`src/hw/llb_cfg.svh`:
```
// Encoding constants, field positions and reset values for the literal, logic and bank instruction decoder.
`ifndef LLB_CFG_SVH
`define LLB_CFG_SVH
`define LLB_OP_LOAD_LIT_ACC 8'hb0
`define LLB_OP_XOR_LIT 8'hb4
`define LLB_OP_FAR_JUMP 8'hb7
`define LLB_OP7_BANK_NIB 7'h5d
`define LLB_OP7_XOR_FILE 7'h06
`define LLB_OP7_OR_FILE 7'h04
`define LLB_OP7_ZERO_FILE 7'h14
`define LLB_DEST_BIT 8
`define LLB_ACC_RESET 8'h00
`define LLB_BANK_RESET 8'h00
`define LLB_LATCH_RESET 8'h00
`define LLB_PC_RESET 16'h0000
`endif

```
`src/hw/llb_pkg.sv`:
```
// Types shared by the decoder modules.
package llb_pkg;
    typedef enum logic [2:0] {
        LLB_ST_RUN = 3'h1,
        LLB_ST_FNOP = 3'h2,
        LLB_ST_IDLE = 3'h4
    } llb_state_t;
    typedef struct packed {
        logic [7:0] result;
        logic zero;
    } llb_alu_out_t;
endpackage

```
`src/hw/llb_alu_if.sv`:
```
// Interface carrying operands and results between the decoder and its logic unit.
`timescale 1ns/1ps
interface llb_alu_if;
    logic [7:0] a;
    logic [7:0] b;
    logic [1:0] op;
    llb_pkg::llb_alu_out_t res;
    modport ctrl (output a, output b, output op, input res);
    modport unit (input a, input b, input op, output res);
endinterface

```
`src/hw/llb_alu.sv`:
```
// Combinational logic unit: exclusive-OR, inclusive-OR, pass and clear with zero detect.
`timescale 1ns/1ps
module llb_alu (
    llb_alu_if.unit alu
);
    // Op 0 pass b, 1 xor, 2 or, 3 clear; zero flag follows the result.
    always_comb begin
        case (alu.op)
            2'h0: alu.res.result = alu.b;
            2'h1: alu.res.result = alu.a ^ alu.b;
            2'h2: alu.res.result = alu.a | alu.b;
            default: alu.res.result = 8'h00;
        endcase
        alu.res.zero = (alu.res.result == 8'h00);
    end
endmodule // llb_alu

```
`src/hw/llb_decoder.sv`:
```
// Decoder and execute stage for literal, logic, bank and far call instructions.
// Summary of operation
// - Bank nibble load writes 4-bit literal into upper bank select bits.
// - Bank nibble load keeps lower bank select nibble unchanged.
// - Literal load puts 8-bit literal into accumulator; flags untouched.
// - Literal xor updates accumulator and zero flag.
// - File xor writes accumulator or file per destination bit; updates zero.
// - Zero-file clears file; scope bit 0 also clears accumulator.
`timescale 1ns/1ps
`include "llb_cfg.svh"
module llb_decoder (
    input wire logic clock_i,
    input wire logic rst_n_i,
    input wire logic instr_valid_i,
    input wire logic [15:0] instr_i,
    input wire logic [7:0] file_rdata_i,
    input wire logic [7:0] pc_upper_latch_i,
    output logic [7:0] working_accumulator_o,
    output logic [7:0] bank_select_reg_o,
    output logic zero_flag_o,
    output logic [15:0] pc_o,
    output logic file_we_o,
    output logic [7:0] file_addr_o,
    output logic [7:0] file_wdata_o,
    output logic stack_push_o,
    output logic [15:0] stack_top_entry_o,
    output logic busy_o
);
    typedef struct packed {
        llb_pkg::llb_state_t st;
        logic [7:0] acc;
        logic [7:0] bank;
        logic zf;
        logic [15:0] pc;
        logic fwe;
        logic [7:0] faddr;
        logic [7:0] fdata;
        logic push;
        logic [15:0] ret_addr;
        logic busy;
    } llb_state_reg_t;

    llb_state_reg_t state_reg;
    llb_state_reg_t state_next;
    llb_alu_if alu_bus ();

    logic [7:0] opc;
    logic [6:0] opc7;
    logic [7:0] lit;
    logic dest;
    logic [15:0] pc_inc;

    assign opc = instr_i[15:8];
    assign opc7 = instr_i[15:9];
    assign lit = instr_i[7:0];
    assign dest = instr_i[`LLB_DEST_BIT];
    assign pc_inc = state_reg.pc + 16'h0001;

    llb_alu u_alu (.alu(alu_bus));

    // Operand steering; the literal xor feeds b from the instruction, file forms from the read port.
    always_comb begin
        alu_bus.a = state_reg.acc;
        alu_bus.b = file_rdata_i;
        alu_bus.op = 2'h0;
        if (opc == `LLB_OP_XOR_LIT) begin
            alu_bus.b = lit;
            alu_bus.op = 2'h1;
        end else if (opc7 == `LLB_OP7_XOR_FILE) begin
            alu_bus.op = 2'h1;
        end else if (opc7 == `LLB_OP7_OR_FILE) begin
            alu_bus.op = 2'h2;
        end else if (opc7 == `LLB_OP7_ZERO_FILE) begin
            alu_bus.op = 2'h3;
        end
    end

    // Next-state decode; an instruction retires in one cycle except the far call.
    always_comb begin
        state_next = state_reg;
        state_next.fwe = 1'b0;
        state_next.push = 1'b0;
        case (state_reg.st)
            llb_pkg::LLB_ST_IDLE: begin
                state_next.st = llb_pkg::LLB_ST_RUN;
            end
            llb_pkg::LLB_ST_RUN: begin
                if (instr_valid_i) begin
                    state_next.pc = pc_inc;
                    state_next.faddr = lit;
                    if (opc7 == `LLB_OP7_BANK_NIB) begin
                        // The low instruction nibble is ignored, so sloppy encodings still work.
                        state_next.bank = {instr_i[7:4], state_reg.bank[3:0]};
                    end else if (opc == `LLB_OP_LOAD_LIT_ACC) begin
                        state_next.acc = lit;
                    end else if (opc == `LLB_OP_XOR_LIT) begin
                        state_next.acc = alu_bus.res.result;
                        state_next.zf = alu_bus.res.zero;
                    end else if (opc7 == `LLB_OP7_XOR_FILE || opc7 == `LLB_OP7_OR_FILE) begin
                        state_next.zf = alu_bus.res.zero;
                        if (dest) begin
                            state_next.fwe = 1'b1;
                            state_next.fdata = alu_bus.res.result;
                        end else begin
                            state_next.acc = alu_bus.res.result;
                        end
                    end else if (opc7 == `LLB_OP7_ZERO_FILE) begin
                        state_next.fwe = 1'b1;
                        state_next.fdata = 8'h00;
                        if (!dest) begin
                            state_next.acc = 8'h00;
                        end
                    end else if (opc == `LLB_OP_FAR_JUMP) begin
                        state_next.push = 1'b1;
                        state_next.ret_addr = pc_inc;
                        state_next.pc = {pc_upper_latch_i, lit};
                        state_next.st = llb_pkg::LLB_ST_FNOP;
                    end
                end
            end
            llb_pkg::LLB_ST_FNOP: begin
                // Fetched word is discarded during the forced no-op.
                state_next.st = llb_pkg::LLB_ST_RUN;
            end
            default: begin
                state_next.st = llb_pkg::LLB_ST_IDLE;
            end
        endcase
        // Busy is kept as its own flop so the port never carries decode glitches.
        state_next.busy = (state_next.st != llb_pkg::LLB_ST_RUN);
    end

    // Single state register; synchronous reset.
    always_ff @(posedge clock_i) begin
        if (!rst_n_i) begin
            state_reg.st <= llb_pkg::LLB_ST_IDLE;
            state_reg.acc <= `LLB_ACC_RESET;
            state_reg.bank <= `LLB_BANK_RESET;
            state_reg.zf <= 1'b0;
            state_reg.pc <= `LLB_PC_RESET;
            state_reg.fwe <= 1'b0;
            state_reg.faddr <= 8'h00;
            state_reg.fdata <= 8'h00;
            state_reg.push <= 1'b0;
            state_reg.ret_addr <= 16'h0000;
            state_reg.busy <= 1'b1;
        end else begin
            state_reg <= state_next;
        end
    end

    assign working_accumulator_o = state_reg.acc;
    assign bank_select_reg_o = state_reg.bank;
    assign zero_flag_o = state_reg.zf;
    assign pc_o = state_reg.pc;
    assign file_we_o = state_reg.fwe;
    assign file_addr_o = state_reg.faddr;
    assign file_wdata_o = state_reg.fdata;
    assign stack_push_o = state_reg.push;
    assign stack_top_entry_o = state_reg.ret_addr;
    assign busy_o = state_reg.busy;

    wire run_take = instr_valid_i && state_reg.st == llb_pkg::LLB_ST_RUN;

    // Bank nibble load: only the upper half moves; the accumulator and zero flag are not touched.
    a_bank_high: assert property (@(posedge clock_i) disable iff (!rst_n_i)
        run_take && opc7 == `LLB_OP7_BANK_NIB |=> bank_select_reg_o[7:4] == $past(instr_i[7:4]))
        else $error("bank upper nibble not loaded");
    a_bank_low: assert property (@(posedge clock_i) disable iff (!rst_n_i)
        run_take && opc7 == `LLB_OP7_BANK_NIB |=> $stable(bank_select_reg_o[3:0]))
        else $error("bank lower nibble changed");
    a_bank_no_acc: assert property (@(posedge clock_i) disable iff (!rst_n_i)
        run_take && opc7 == `LLB_OP7_BANK_NIB |=> $stable(working_accumulator_o) && $stable(zero_flag_o))
        else $error("bank load disturbed accumulator or flag");
    // Literal forms: the load keeps the flag, the xor recomputes it from the new accumulator.
    a_lit_load: assert property (@(posedge clock_i) disable iff (!rst_n_i)
        run_take && opc == `LLB_OP_LOAD_LIT_ACC |=> working_accumulator_o == $past(lit) && $stable(zero_flag_o))
        else $error("literal load wrong");
    a_xor_lit: assert property (@(posedge clock_i) disable iff (!rst_n_i)
        run_take && opc == `LLB_OP_XOR_LIT |=> working_accumulator_o == ($past(state_reg.acc) ^ $past(lit))
        && zero_flag_o == (working_accumulator_o == 8'h00))
        else $error("xor literal wrong");
    // File xor: the destination bit steers the result, the other target must hold; zero-file always writes the file.
    a_xor_file: assert property (@(posedge clock_i) disable iff (!rst_n_i)
        run_take && opc7 == `LLB_OP7_XOR_FILE && dest |=> file_we_o
        && file_wdata_o == ($past(state_reg.acc) ^ $past(file_rdata_i)) && $stable(working_accumulator_o))
        else $error("xor file destination wrong");
    a_xor_to_acc: assert property (@(posedge clock_i) disable iff (!rst_n_i)
        run_take && opc7 == `LLB_OP7_XOR_FILE && !dest |=> !file_we_o
        && working_accumulator_o == ($past(state_reg.acc) ^ $past(file_rdata_i))
        && zero_flag_o == (working_accumulator_o == 8'h00))
        else $error("xor file accumulator destination wrong");
    a_zero_file: assert property (@(posedge clock_i) disable iff (!rst_n_i)
        run_take && opc7 == `LLB_OP7_ZERO_FILE |=> file_we_o && file_wdata_o == 8'h00
        && (working_accumulator_o == 8'h00 || $past(dest)))
        else $error("zero file wrong");
    a_zero_no_flag: assert property (@(posedge clock_i) disable iff (!rst_n_i)
        run_take && opc7 == `LLB_OP7_ZERO_FILE |=> $stable(zero_flag_o))
        else $error("zero file changed the flag");
    // Far call: push and jump in the first cycle, then one dead cycle before the next word.
    a_far_call: assert property (@(posedge clock_i) disable iff (!rst_n_i)
        run_take && opc == `LLB_OP_FAR_JUMP |=> stack_push_o && busy_o
        && pc_o == {$past(pc_upper_latch_i), $past(lit)} ##1 !busy_o && !stack_push_o)
        else $error("far call sequence wrong");
    a_far_return: assert property (@(posedge clock_i) disable iff (!rst_n_i)
        run_take && opc == `LLB_OP_FAR_JUMP |=> stack_top_entry_o == $past(pc_o) + 16'h0001)
        else $error("far call return address wrong");
    a_fnop_hold: assert property (@(posedge clock_i) disable iff (!rst_n_i)
        state_reg.st == llb_pkg::LLB_ST_FNOP |=> $stable(working_accumulator_o) && !file_we_o)
        else $error("forced no-op altered state");
    a_fnop_pc: assert property (@(posedge clock_i) disable iff (!rst_n_i)
        state_reg.st == llb_pkg::LLB_ST_FNOP |=> $stable(pc_o) && !stack_push_o && $stable(bank_select_reg_o))
        else $error("forced no-op moved program counter or bank");
    c_far_call: cover property (@(posedge clock_i) disable iff (!rst_n_i) run_take && opc == `LLB_OP_FAR_JUMP);
    c_xor_zero: cover property (@(posedge clock_i) disable iff (!rst_n_i)
        run_take && opc == `LLB_OP_XOR_LIT ##1 zero_flag_o);
    c_xor_file_acc: cover property (@(posedge clock_i) disable iff (!rst_n_i)
        run_take && opc7 == `LLB_OP7_XOR_FILE && !dest);
    c_bank_load: cover property (@(posedge clock_i) disable iff (!rst_n_i) run_take && opc7 == `LLB_OP7_BANK_NIB);
    c_zero_file_keep: cover property (@(posedge clock_i) disable iff (!rst_n_i)
        run_take && opc7 == `LLB_OP7_ZERO_FILE && dest);
endmodule // llb_decoder

```
`config.mk`:
```
export PLATFORM = sky130hd
export DESIGN_NAME = llb_decoder
export DESIGN_NICKNAME = d
export VERILOG_FILES = /design/src/hw/llb_pkg.sv /design/src/hw/llb_alu_if.sv /design/src/hw/llb_alu.sv /design/src/hw/llb_decoder.sv
export VERILOG_INCLUDE_DIRS = /design/src /design/src/hw
export SDC_FILE = /design/constraint.sdc
export NUM_CORES = 1
export LEC_CHECK = 0
export CORE_MARGIN = 2
export CORE_UTILIZATION = 45
export CTS_BUF_LIST = sky130_fd_sc_hd__clkbuf_8
export DETAILED_ROUTE_END_ITERATION = 10
export DONT_BUFFER_PORTS = 1
export GPL_TIMING_DRIVEN = 0
export PLACE_DENSITY = 0.71
export SYNTH_ARGS = -nofsm -noshare
export SYNTH_HDL_FRONTEND = slang
export SYNTH_SLANG_ARGS = --single-unit
```
`constraint.sdc`:
```
create_clock -name clock_i -period 2.42 [get_ports clock_i]
set_input_delay 0.484 -clock clock_i [delete_from_list [all_inputs] [get_ports clock_i]]
set_output_delay 0.484 -clock clock_i [all_outputs]
set_load 0.01 [all_outputs]
```
==> results.json, run 1 <==
{
  "outcome": "completed",
  "tightest_slew_ps": 731,
  "worstSetupPathType": "input port to flop",
  "min_path_type": "input port to flop",
  "regToRegSetupSlack_ps": 160,
  "grt_setup_unrepaired": "true",
  "drv_slew": 0,
  "power-per-cell-area_nw_per_um2": 483,
  "cts-buffers-inserted": 9,
  "hpwl_um": 8300,
  "fin_area_um2": 4440,
  "antenna_cells": 0,
  "grtUsageTotal": 0.238,
  "drive_gt1_frac": 0.211,
  "grt_pass1_vias": 3476,
  "die_h_um": 97.6,
  "drc": 0,
  "relSlewSlack": 0.508,
  "syn_to_final_growth_pct": 12.5,
  "cts.sinks": 67,
  "ant_nets": 0,
  "vias": 3647,
  "crit_path_top_delay_cell": "or4b_4",
  "path_clk_slew_ps": 70,
  "wl_per_cell_um": 17.7,
  "cp_max_fo": 10,
  "tns_ps": 0,
  "clk_path_buf_depth": 2,
  "yosysTopAreaCell": "dfxtp_1",
  "die_w_um": 97.6,
  "cp.required_ps": 2690,
  "clk_latency_ps": 350,
  "peakVddDrop_uv": 246,
  "finalCritPeriodShare": 0.973,
  "gr-total-overflow": 0,
  "synthFlopType": "dfxtp_1",
  "syn_inst": 507,
  "synth_cell_types": 46,
  "via_per_inst": 5.70,
  "start_kind": "input port",
  "grt_pass1_wl_um": 18000,
  "period_needed_ps": 2350,
  "cts_max_level": 3,
  "synth-edff-count": 0,
  "ys_ff_latch": 67,
  "slowest_delay_ps": 470,
  "fmax_mhz": 425,
  "tritoncts": "built",
  "synthArstFlopShare": 0,
  "core-area_um2": 8590,
  "yosysTopAreaCellShare": 0.340,
  "crit_chain": "buf_8 > or4b_4 > buf_6 > or3_1 > a211oi_4 > buf_2 > o21ai_0 > a31oi_1",
  "drt-total-wl_um": 11300,
  "hold_viol": 0,
  "rows": 34,
  "dieArea_um2": 9530,
  "grt_max_degree": 12,
  "place_area_um2": 4130,
  "critPathCaptureType": "flop",
  "yosysWarningCount": 0,
  "ctsRootBufferMaster": "clkbuf_8",
  "setup_violations": 0,
  "dr.pass1.iters": 5,
  "syn_area_per_cell_um2": 7.78,
  "antenna_found_initial": 0,
  "finalWeightedCongestion": 0.931,
  "leakagePower_nw": 1.73,
  "cp.arrival_ps": 2630,
  "syn-cell-area_um2": 3940,
  "io_buffer_count": 0,
  "ys_seq_area_frac": 0.340,
  "ioPinCount": 103,
  "initial_core_util": 0.459,
  "dr.first_iter.drc_count": 219,
  "nets": 571,
  "max_cap_violations": 0,
  "fin_worst_skew_ps": 9.13,
  "synth_area_leaders": "dfxtp_1 34%, buf_4 12%, nor2_1 5.0%"
}
synth_stat cells, drive strengths merged, types with 4 or more instances:
cell type and instances:
nand4 4, a22oi 5, dfxtp 67, inv 15
ha 9, a31oi 10, nand3b 4, xnor2 13
nand2 52, nor3 10, o22ai 4, a21oi 37
o21ai 24, or4 6, a211oi 15, clkbuf 22
nand3 13, o21a 6, or3 5, buf 71
mux2i 13, and2 5, and3 8, nor4 8
nor2 53
routing by layer:
| layer | track usage | vias to the layer above | routed length [um] |
|---|---|---|---|
| li1 | - | 1740 | - |
| met1 | 0.316 | 1720 | 5020 |
| met2 | 0.373 | 159 | 5170 |
| met3 | 0.0525 | 28 | 814 |
| met4 | 0.101 | 0 | 349 |
| met5 | 0 | - | 0 |
cells in the final DEF (no fill, tap or decap), types with 11 or more instances in the layout:
cell type	Yosys	layout
dfxtp_1	67	66
buf_4	65	71
nor2_1	53	52
a211oi_1	14	12
clkbuf_8	0	11
nand2_1	52	52
clkbuf_1	22	18
inv_1	15	15
o21ai_0	24	24
xnor2_1	13	13
a21oi_1	37	36
nand3_1	13	13
mux2i_1	13	13
power breakdown:
group / internal, W / leakage, nW / total, W / switching (W)
sequential: 0.00111 / 0.541 / 0.00113 / 0.0000113
clock: 0.000420 / 0.0949 / 0.000861 / 0.000441
combinational: 0.0000611 / 1.09 / 0.000157 / 0.0000958
total: 0.00160 / 1.73 / 0.00214 / 0.000548
kinds of logic (layout without fill, tap and decap cells):
group	count (synthesis)	count (layout)	share of synthesized area
and+or+nand+nor	179	179	0.218
AOI/OAI and AO/OA	117	117	0.185
buffers and inverters	108	130	0.166
DFF	67	67	0.340
xor gates and xnor gates	13	13	0.0289
muxes	13	13	0.0330
adders and majority gates	9	9	0.0286
other	1	4	0.000951
area by class of cell:
type	instances	area (um^2)
plain buffers	92	628
fillers	877	4160
clock inverters	5	27.5
clock buffers	11	151
repair buffers	7	52.6
well taps	108	135
multi-input cells	335	2040
inverters	15	56.3
flip-flops and latches	67	1340
worst max-delay path: cells and delay by family:
| kind | cells | cell delay [ps] |
|---|---|---|
| simple gates | 2 | 940 |
| buf+inv | 3 | 540 |
| compound gates | 3 | 650 |
metrics by stage:
| step | hold slack [ps] | setup slack, ps | instances | util | total power [W] |
|---|---|---|---|---|---|
| 2_1_floorplan | 432 | -95.1 | 510 | - | 0.00126 |
| 3_3_place_gp | 445 | -908 | 618 | 0.480 | 0.00129 |
| 3_5_place_dp | 448 | -561 | 618 | 0.481 | 0.00130 |
| 4_1_cts | 255 | 6.81 | 635 | 0.507 | 0.00215 |
| 5_1_grt | 259 | -89.6 | 640 | 0.516 | 0.00222 |
| 6_report | 270 | 66.5 | 640 | 0.516 | 0.00214 |
what timing repair did:
| item | in CTS | in global routing |
|---|---|---|
| pin swaps | 1 | 3 |
| endpoints found under the setup margin | 19 | 34 |
| resized for setup | 6 | 12 |
| gates cloned | 0 | 0 |
| hold buffers | 0 | 0 |
| setup buffers | 1 | 6 |
path summary, 6_finish.rpt:
path | startpoint | to | depth (start not counted)
max | instr_i[11] | working_accumulator_o[4]$_SDFFE_PN0P_ | 8
min | instr_i[7] | file_addr_o[7]$_SDFFE_PN0P_ | 2
max reg2reg | pc_o[4]$_SDFFE_PN0P_ | stack_top_entry_o[13]$_SDFFE_PN0P_ | 6
min reg2reg | file_addr_o[5]$_SDFFE_PN0P_ | file_addr_o[5]$_SDFFE_PN0P_ | 2
Power figures use the tool's default switching activity.
==> run 2: changes to the inputs <==
PLACE_DENSITY = 0.69   (was 0.71)
clock period = 2.6 ns   (was 2.42 ns; I/O delays follow)
==> run 2 against run 1 <==
  * Die area did not move
  * Hold slack better by 35 ps
  * Worst setup slack gained 100 ps
  * Clock skew rose by 1.6 ps
  * Sequential share of layout area rose by 0.51 points
  * Wire length is 1.9% lower
  * Largest cell class unchanged
  * Register-to-register slack better by 70 ps
  * Critical path type unchanged
  * Non-clock buffer count down 3
  * Global-route usage is 0.84 points lower
==> results.json, run 2 (same netlist as run 1, synthesis figures left out) <==
{
  "leakagePower_nw": 1.67,
  "rows": 34,
  "grt_max_degree": 12,
  "grt_pass1_wl_um": 17400,
  "worst-path-buf-inv": 2,
  "io_buffer_count": 0,
  "dieArea_um2": 9530,
  "r2r_end": "pc_o[14]$_SDFFE_PN0P_",
  "relSlewSlack": 0.423,
  "period_needed_ps": 2430,
  "clk_path_buf_depth": 2,
  "syn_to_final_growth_pct": 10.5,
  "antenna_found_initial": 0,
  "post-route-util": 0.507,
  "grt_pass1_vias": 3305,
  "place_ws_ps": -597,
  "max_cap_violations": 0,
  "fin_area_um2": 4360,
  "r2r_cells": 7,
  "finalCritPeriodShare": 0.934,
  "dr.first_iter.drc_count": 296,
  "tightest_slew_ps": 855,
  "hpwl_um": 8390,
  "drt-total-wl_um": 11100,
  "start_kind": "input port",
  "hold_path_end": "file_addr_o[5]$_SDFFE_PN0P_",
  "cp.arrival_ps": 2680,
  "gr-total-overflow": 0,
  "worstSetupPathType": "input port to flop",
  "drive_gt1_frac": 0.193,
  "crit_path_top_delay_cell": "a311oi_1",
  "vias": 3608,
  "dr.pass1.iters": 5,
  "initial_core_util": 0.459,
  "min_from": "instr_i[5]",
  "fillers": 861,
  "r2r-start": "pc_o[0]$_SDFFE_PN0P_",
  "fmax_mhz": 412,
  "final_common_cell": "buf_4",
  "crit_chain": "buf_4 > nor4_2 > nand4_1 > buf_2 > mux2i_1 > ha_1 > a311oi_1 > nand3_1 > o31ai_1",
  "ant_nets": 0,
  "via_per_inst": 5.66,
  "fin_ws_ps": 171,
  "power.total_w": 0.00204,
  "final_cell_mix": "68 x buf_4, 67 x dfxtp_1, 52 x nand2_1, 52 x nor2_1, 37 x a21oi_1",
  "drv_slew": 0,
  "wl_per_cell_um": 17.5,
  "finalWeightedCongestion": 0.904,
  "clk_latency_ps": 350,
  "die_h_um": 97.6,
  "place_area_um2": 4100,
  "cts-buffers-inserted": 9,
  "setup_violations": 0,
  "min_path_type": "input port to flop",
  "ctsRootBufferMaster": "clkbuf_8",
  "grtUsageTotal": 0.230,
  "nets": 568,
  "cp.required_ps": 2860,
  "cp_max_fo": 10,
  "die_w_um": 97.6,
  "outcome": "completed",
  "hold_viol": 0,
  "drc": 0,
  "cts_hold_repair.buffers": 0,
  "fin_worst_skew_ps": 10.8,
  "tns_ps": 0,
  "tritoncts": "built",
  "critPathTopFamily": "compound AO/OA/AOI/OAI gates",
  "core-area_um2": 8590,
  "slowest_delay_ps": 400,
  "ioPinCount": 103,
  "antenna_cells": 0,
  "cts.sinks": 67,
  "cts_max_level": 3,
  "peakVddDrop_uv": 335,
  "regToRegSetupSlack_ps": 230,
  "path_clk_slew_ps": 70,
  "hold_path_depth": 2,
  "power-per-cell-area_nw_per_um2": 467,
  "critPathCaptureType": "flop"
}
==> run 2: per-stage QoR <==
stage / std cells / hold slack (ps)
after CTS: 635 / 295
after global placement: 618 / 449
final: 637 / 305
after global routing: 637 / 306
after detailed placement: 619 / 448
after floorplan: 510 / 432
==> run 2: per-layer routing <==
| metal | global-route usage | wire, um | vias up |
|---|---|---|---|
| li1 | - | - | 1734 |
| met1 | 0.296 | 4820 | 1705 |
| met2 | 0.383 | 5340 | 151 |
| met3 | 0.0583 | 769 | 18 |
| met4 | 0.0620 | 199 | 0 |
| met5 | 0 | 0 | - |
==> run 2: worst max path at each step <==
stage / startpoint / end / slack (ps) / cells after the start
floorplan: instr_i[11] / file_wdata_o[7]$_SDFFE_PN0P_ / -10 / 8
global placement: instr_i[12] / stack_top_entry_o[14]$_SDFFE_PN0P_ / -830 / 7
detailed placement: instr_i[11] / zero_flag_o$_SDFFE_PN0P_ / -600 / 9
CTS: instr_i[12] / stack_top_entry_o[10]$_SDFFE_PN0P_ / 10 / 7
global route: instr_i[11] / zero_flag_o$_SDFFE_PN0P_ / -10 / 10
finish: instr_i[11] / zero_flag_o$_SDFFE_PN0P_ / 170 / 9
==> run 2: layout make-up <==
cell class / count / area, um^2 / area share
Tap cell: 108 / 135 / 0.0310
Clock inverter: 6 / 56.3 / 0.0129
Buffer: 93 / 606 / 0.139
Clock buffer: 10 / 138 / 0.0316
Inverter: 15 / 56.3 / 0.0129
Sequential cell: 67 / 1340 / 0.308
Multi-Input combinational cell: 335 / 2000 / 0.460
Timing Repair Buffer: 3 / 22.5 / 0.00517
==> run 2: timing repair <==
item                                    4_1_cts  5_1_grt
endpoints found under the setup margin        6       23
hold endpoints to repair                      0        0
setup buffers                                 0        2
pin swaps                                     0        2
resized for setup                             4        9
==> run 2: report_power, final <==
group | total, W | switching, W | internal [W] | leakage (nW)
sequential | 0.00105 | 0.0000107 | 0.00104 | 0.541
clock | 0.000849 | 0.000389 | 0.000460 | 0.103
combinational | 0.000139 | 0.0000860 | 0.0000535 | 1.03
==> run 3: changes to the inputs <==
ABC_AREA = 1   (was not set)
CORE_ASPECT_RATIO = 0.9   (was not set)
==> run 3 against run 2 <==
  * Clock power fell by 8.7%
  * Sequential power barely moved
  * Cell area fell by 1.2%
  * Maximum frequency rose by 22%
  * Synthesized area rose by 0.86%
  * Flip-flop and latch count did not move
  * Highest routed layer unchanged
==> results.json, run 3 <==
{
  "r2r_end": "pc_o[12]$_SDFFE_PN0P_",
  "ys_ff_latch": 67,
  "fin_worst_skew_ps": 13.1,
  "tightest_slew_ps": 589,
  "clk_path_buf_depth": 2,
  "start_kind": "input port",
  "synth_area_leaders": "dfxtp_1 34%, buf_4 12%, nand2_1 8.1%",
  "critPathCaptureType": "flop",
  "synth_cell_types": 35,
  "ctsRootBufferMaster": "clkbuf_8",
  "drc": 0,
  "cts_hold_repair.buffers": 0,
  "grtUsageTotal": 0.221,
  "peakVddDrop_uv": 252,
  "ioPinCount": 103,
  "syn-cell-area_um2": 3980,
  "syn_inst": 568,
  "dieArea_um2": 9610,
  "max_cap_violations": 0,
  "tns_ps": 0,
  "rows": 32,
  "grt_max_degree": 11,
  "initial_core_util": 0.464,
  "syn_to_final_growth_pct": 8.24,
  "ant_nets": 0,
  "post_cts_resized": 0,
  "crit_start": "instr_i[14]",
  "hpwl_um": 7930,
  "antenna_found_initial": 0,
  "final_common_cell": "nand2_1",
  "min_path_type": "input port to flop",
  "cts_setup_buffers": 0,
  "fmax_mhz": 504,
  "cts.sinks": 67,
  "power-per-cell-area_nw_per_um2": 473,
  "r2r_cells": 9,
  "r2r-start": "pc_o[0]$_SDFFE_PN0P_",
  "dr.first_iter.drc_count": 249,
  "yosysTopAreaCell": "dfxtp_1",
  "cp.required_ps": 2810,
  "path_clk_slew_ps": 70,
  "setup_violations": 0,
  "syn_area_per_cell_um2": 7.00,
  "grt_pass1_wl_um": 16400,
  "finalWeightedCongestion": 0.910,
  "cts-buffers-inserted": 9,
  "grt_setup_unrepaired": "false",
  "clk_latency_ps": 350,
  "via_per_inst": 5.07,
  "yosysTopAreaCellShare": 0.337,
  "io_buffer_count": 0,
  "synth-edff-count": 0,
  "drive_gt1_frac": 0.190,
  "cts_max_level": 3,
  "nets": 626,
  "leakagePower_nw": 2.09,
  "synthArstFlopShare": 0,
  "cp_max_fo": 10,
  "fillers": 889,
  "relSlewSlack": 0.608,
  "place_ws_ps": 256,
  "grt_pass1_vias": 3294,
  "gr-total-overflow": 0,
  "worstSetupEndpoint": "zero_flag_o$_SDFFE_PN0P_",
  "period_needed_ps": 1990,
  "netlist_top_cells_count": "86 x nand2_1, 79 x nor2_1, 67 x dfxtp_1",
  "tritoncts": "built",
  "fin_ws_ps": 614,
  "antenna_cells": 0,
  "wl_per_cell_um": 14.6,
  "core-area_um2": 8570,
  "worstSetupPathType": "input port to flop",
  "synthFlopType": "dfxtp_1",
  "die_w_um": 103,
  "outcome": "completed",
  "dr.pass1.iters": 4,
  "final_cell_mix": "86 x nand2_1, 79 x nor2_1, 67 x dfxtp_1",
  "die_h_um": 93.2,
  "yosysMostFrequentCell": "nand2_1",
  "hold_viol": 0,
  "finalCritPeriodShare": 0.764,
  "drt-total-wl_um": 10300,
  "drv_slew": 0,
  "regToRegSetupSlack_ps": 630,
  "vias": 3571,
  "yosysWarningCount": 0,
  "min_from": "pc_upper_latch_i[2]",
  "cp.arrival_ps": 2200,
  "ys_seq_area_frac": 0.337
}
==> run 3: cell types whose count changed in the layout (fill, tap and decap cells not counted), sizes merged, moves of 9 or more <==
cell and delta:
a211oi -11, clkbuf -9, inv +49, mux2i -13, nand2 +42, nor2 +34
o211ai +12, o21ai +32
==> run 3: worst max-delay path: stages <==
cell and delay (ps):
inv_1 50, nand2_1 130, nor2_8 220, nand2_4 100
buf_6 160, nand2_1 60, nand2_1 70, ha_1 180
or2_2 290, nand2_1 120, nor2_1 70, nand2_1 80
nor2_1 50, nand2_1 50, a21oi_1 50
==> run 3: metrics by stage <==
step / power (W) / hold slack, ps / util / instance area, um^2 / cells
6_report: 0.00203 / 330 / 0.502 / 4310 / 704
4_1_cts: 0.00204 / 321 / 0.502 / 4310 / 704
5_1_grt: 0.00212 / 320 / 0.502 / 4310 / 704
3_5_place_dp: 0.00128 / 461 / 0.483 / 4140 / 690
2_1_floorplan: 0.00123 / 446 / - / 3990 / 571
3_3_place_gp: 0.00127 / 456 / 0.483 / 4140 / 690
==> run 3: where the power goes <==
part	internal [W]	switching [W]	leakage (nW)
combinational	0.0000671	0.000125	1.46
sequential	0.00105	0.0000205	0.541
clock	0.000383	0.000392	0.0885
==> run 3: cells by family after synthesis <==
kind of cell,Yosys count,synth area share
other,1,0.000943
buffers and inverters,145,0.203
xor gates and xnor gates,12,0.0264
and+or+nand+nor,225,0.253
DFF,67,0.337
AOI/OAI and AO/OA,109,0.151
adders and majority gates,9,0.0283
==> run 3: final cells by class <==
class                   instances  area, um^2  share of cell area
multi-input cells             359        1840               0.427
flip-flops and latches         67        1340               0.312
plain buffers                  81         568               0.132
inverters                      64         240              0.0558
clock buffers                  11         151              0.0352
well taps                     119         149              0.0346
clock inverters                 3        16.3             0.00378
==> run 3: metal layers <==
layer | up-vias | wire length, um | share of wire | track usage
li1 | 1784 | - | - | -
met1 | 1647 | 4910 | 0.48 | 0.314
met2 | 122 | 4400 | 0.43 | 0.321
met3 | 18 | 787 | 0.076 | 0.0493
met4 | 0 | 196 | 0.019 | 0.0954
met5 | - | 0 | 0 | 0
==> run 3: worst min-delay path by stage <==
stage | to | slack [ps] | depth (start not counted)
2_1_floorplan | file_wdata_o[0]$_SDFFE_PN0P_ | 450 | 2
3_3_place_gp | file_wdata_o[0]$_SDFFE_PN0P_ | 460 | 2
3_5_place_dp | file_wdata_o[4]$_SDFFE_PN0P_ | 460 | 2
4_1_cts | pc_o[11]$_SDFFE_PN0P_ | 320 | 2
5_1_grt | pc_o[11]$_SDFFE_PN0P_ | 320 | 2
6_report | pc_o[10]$_SDFFE_PN0P_ | 330 | 2
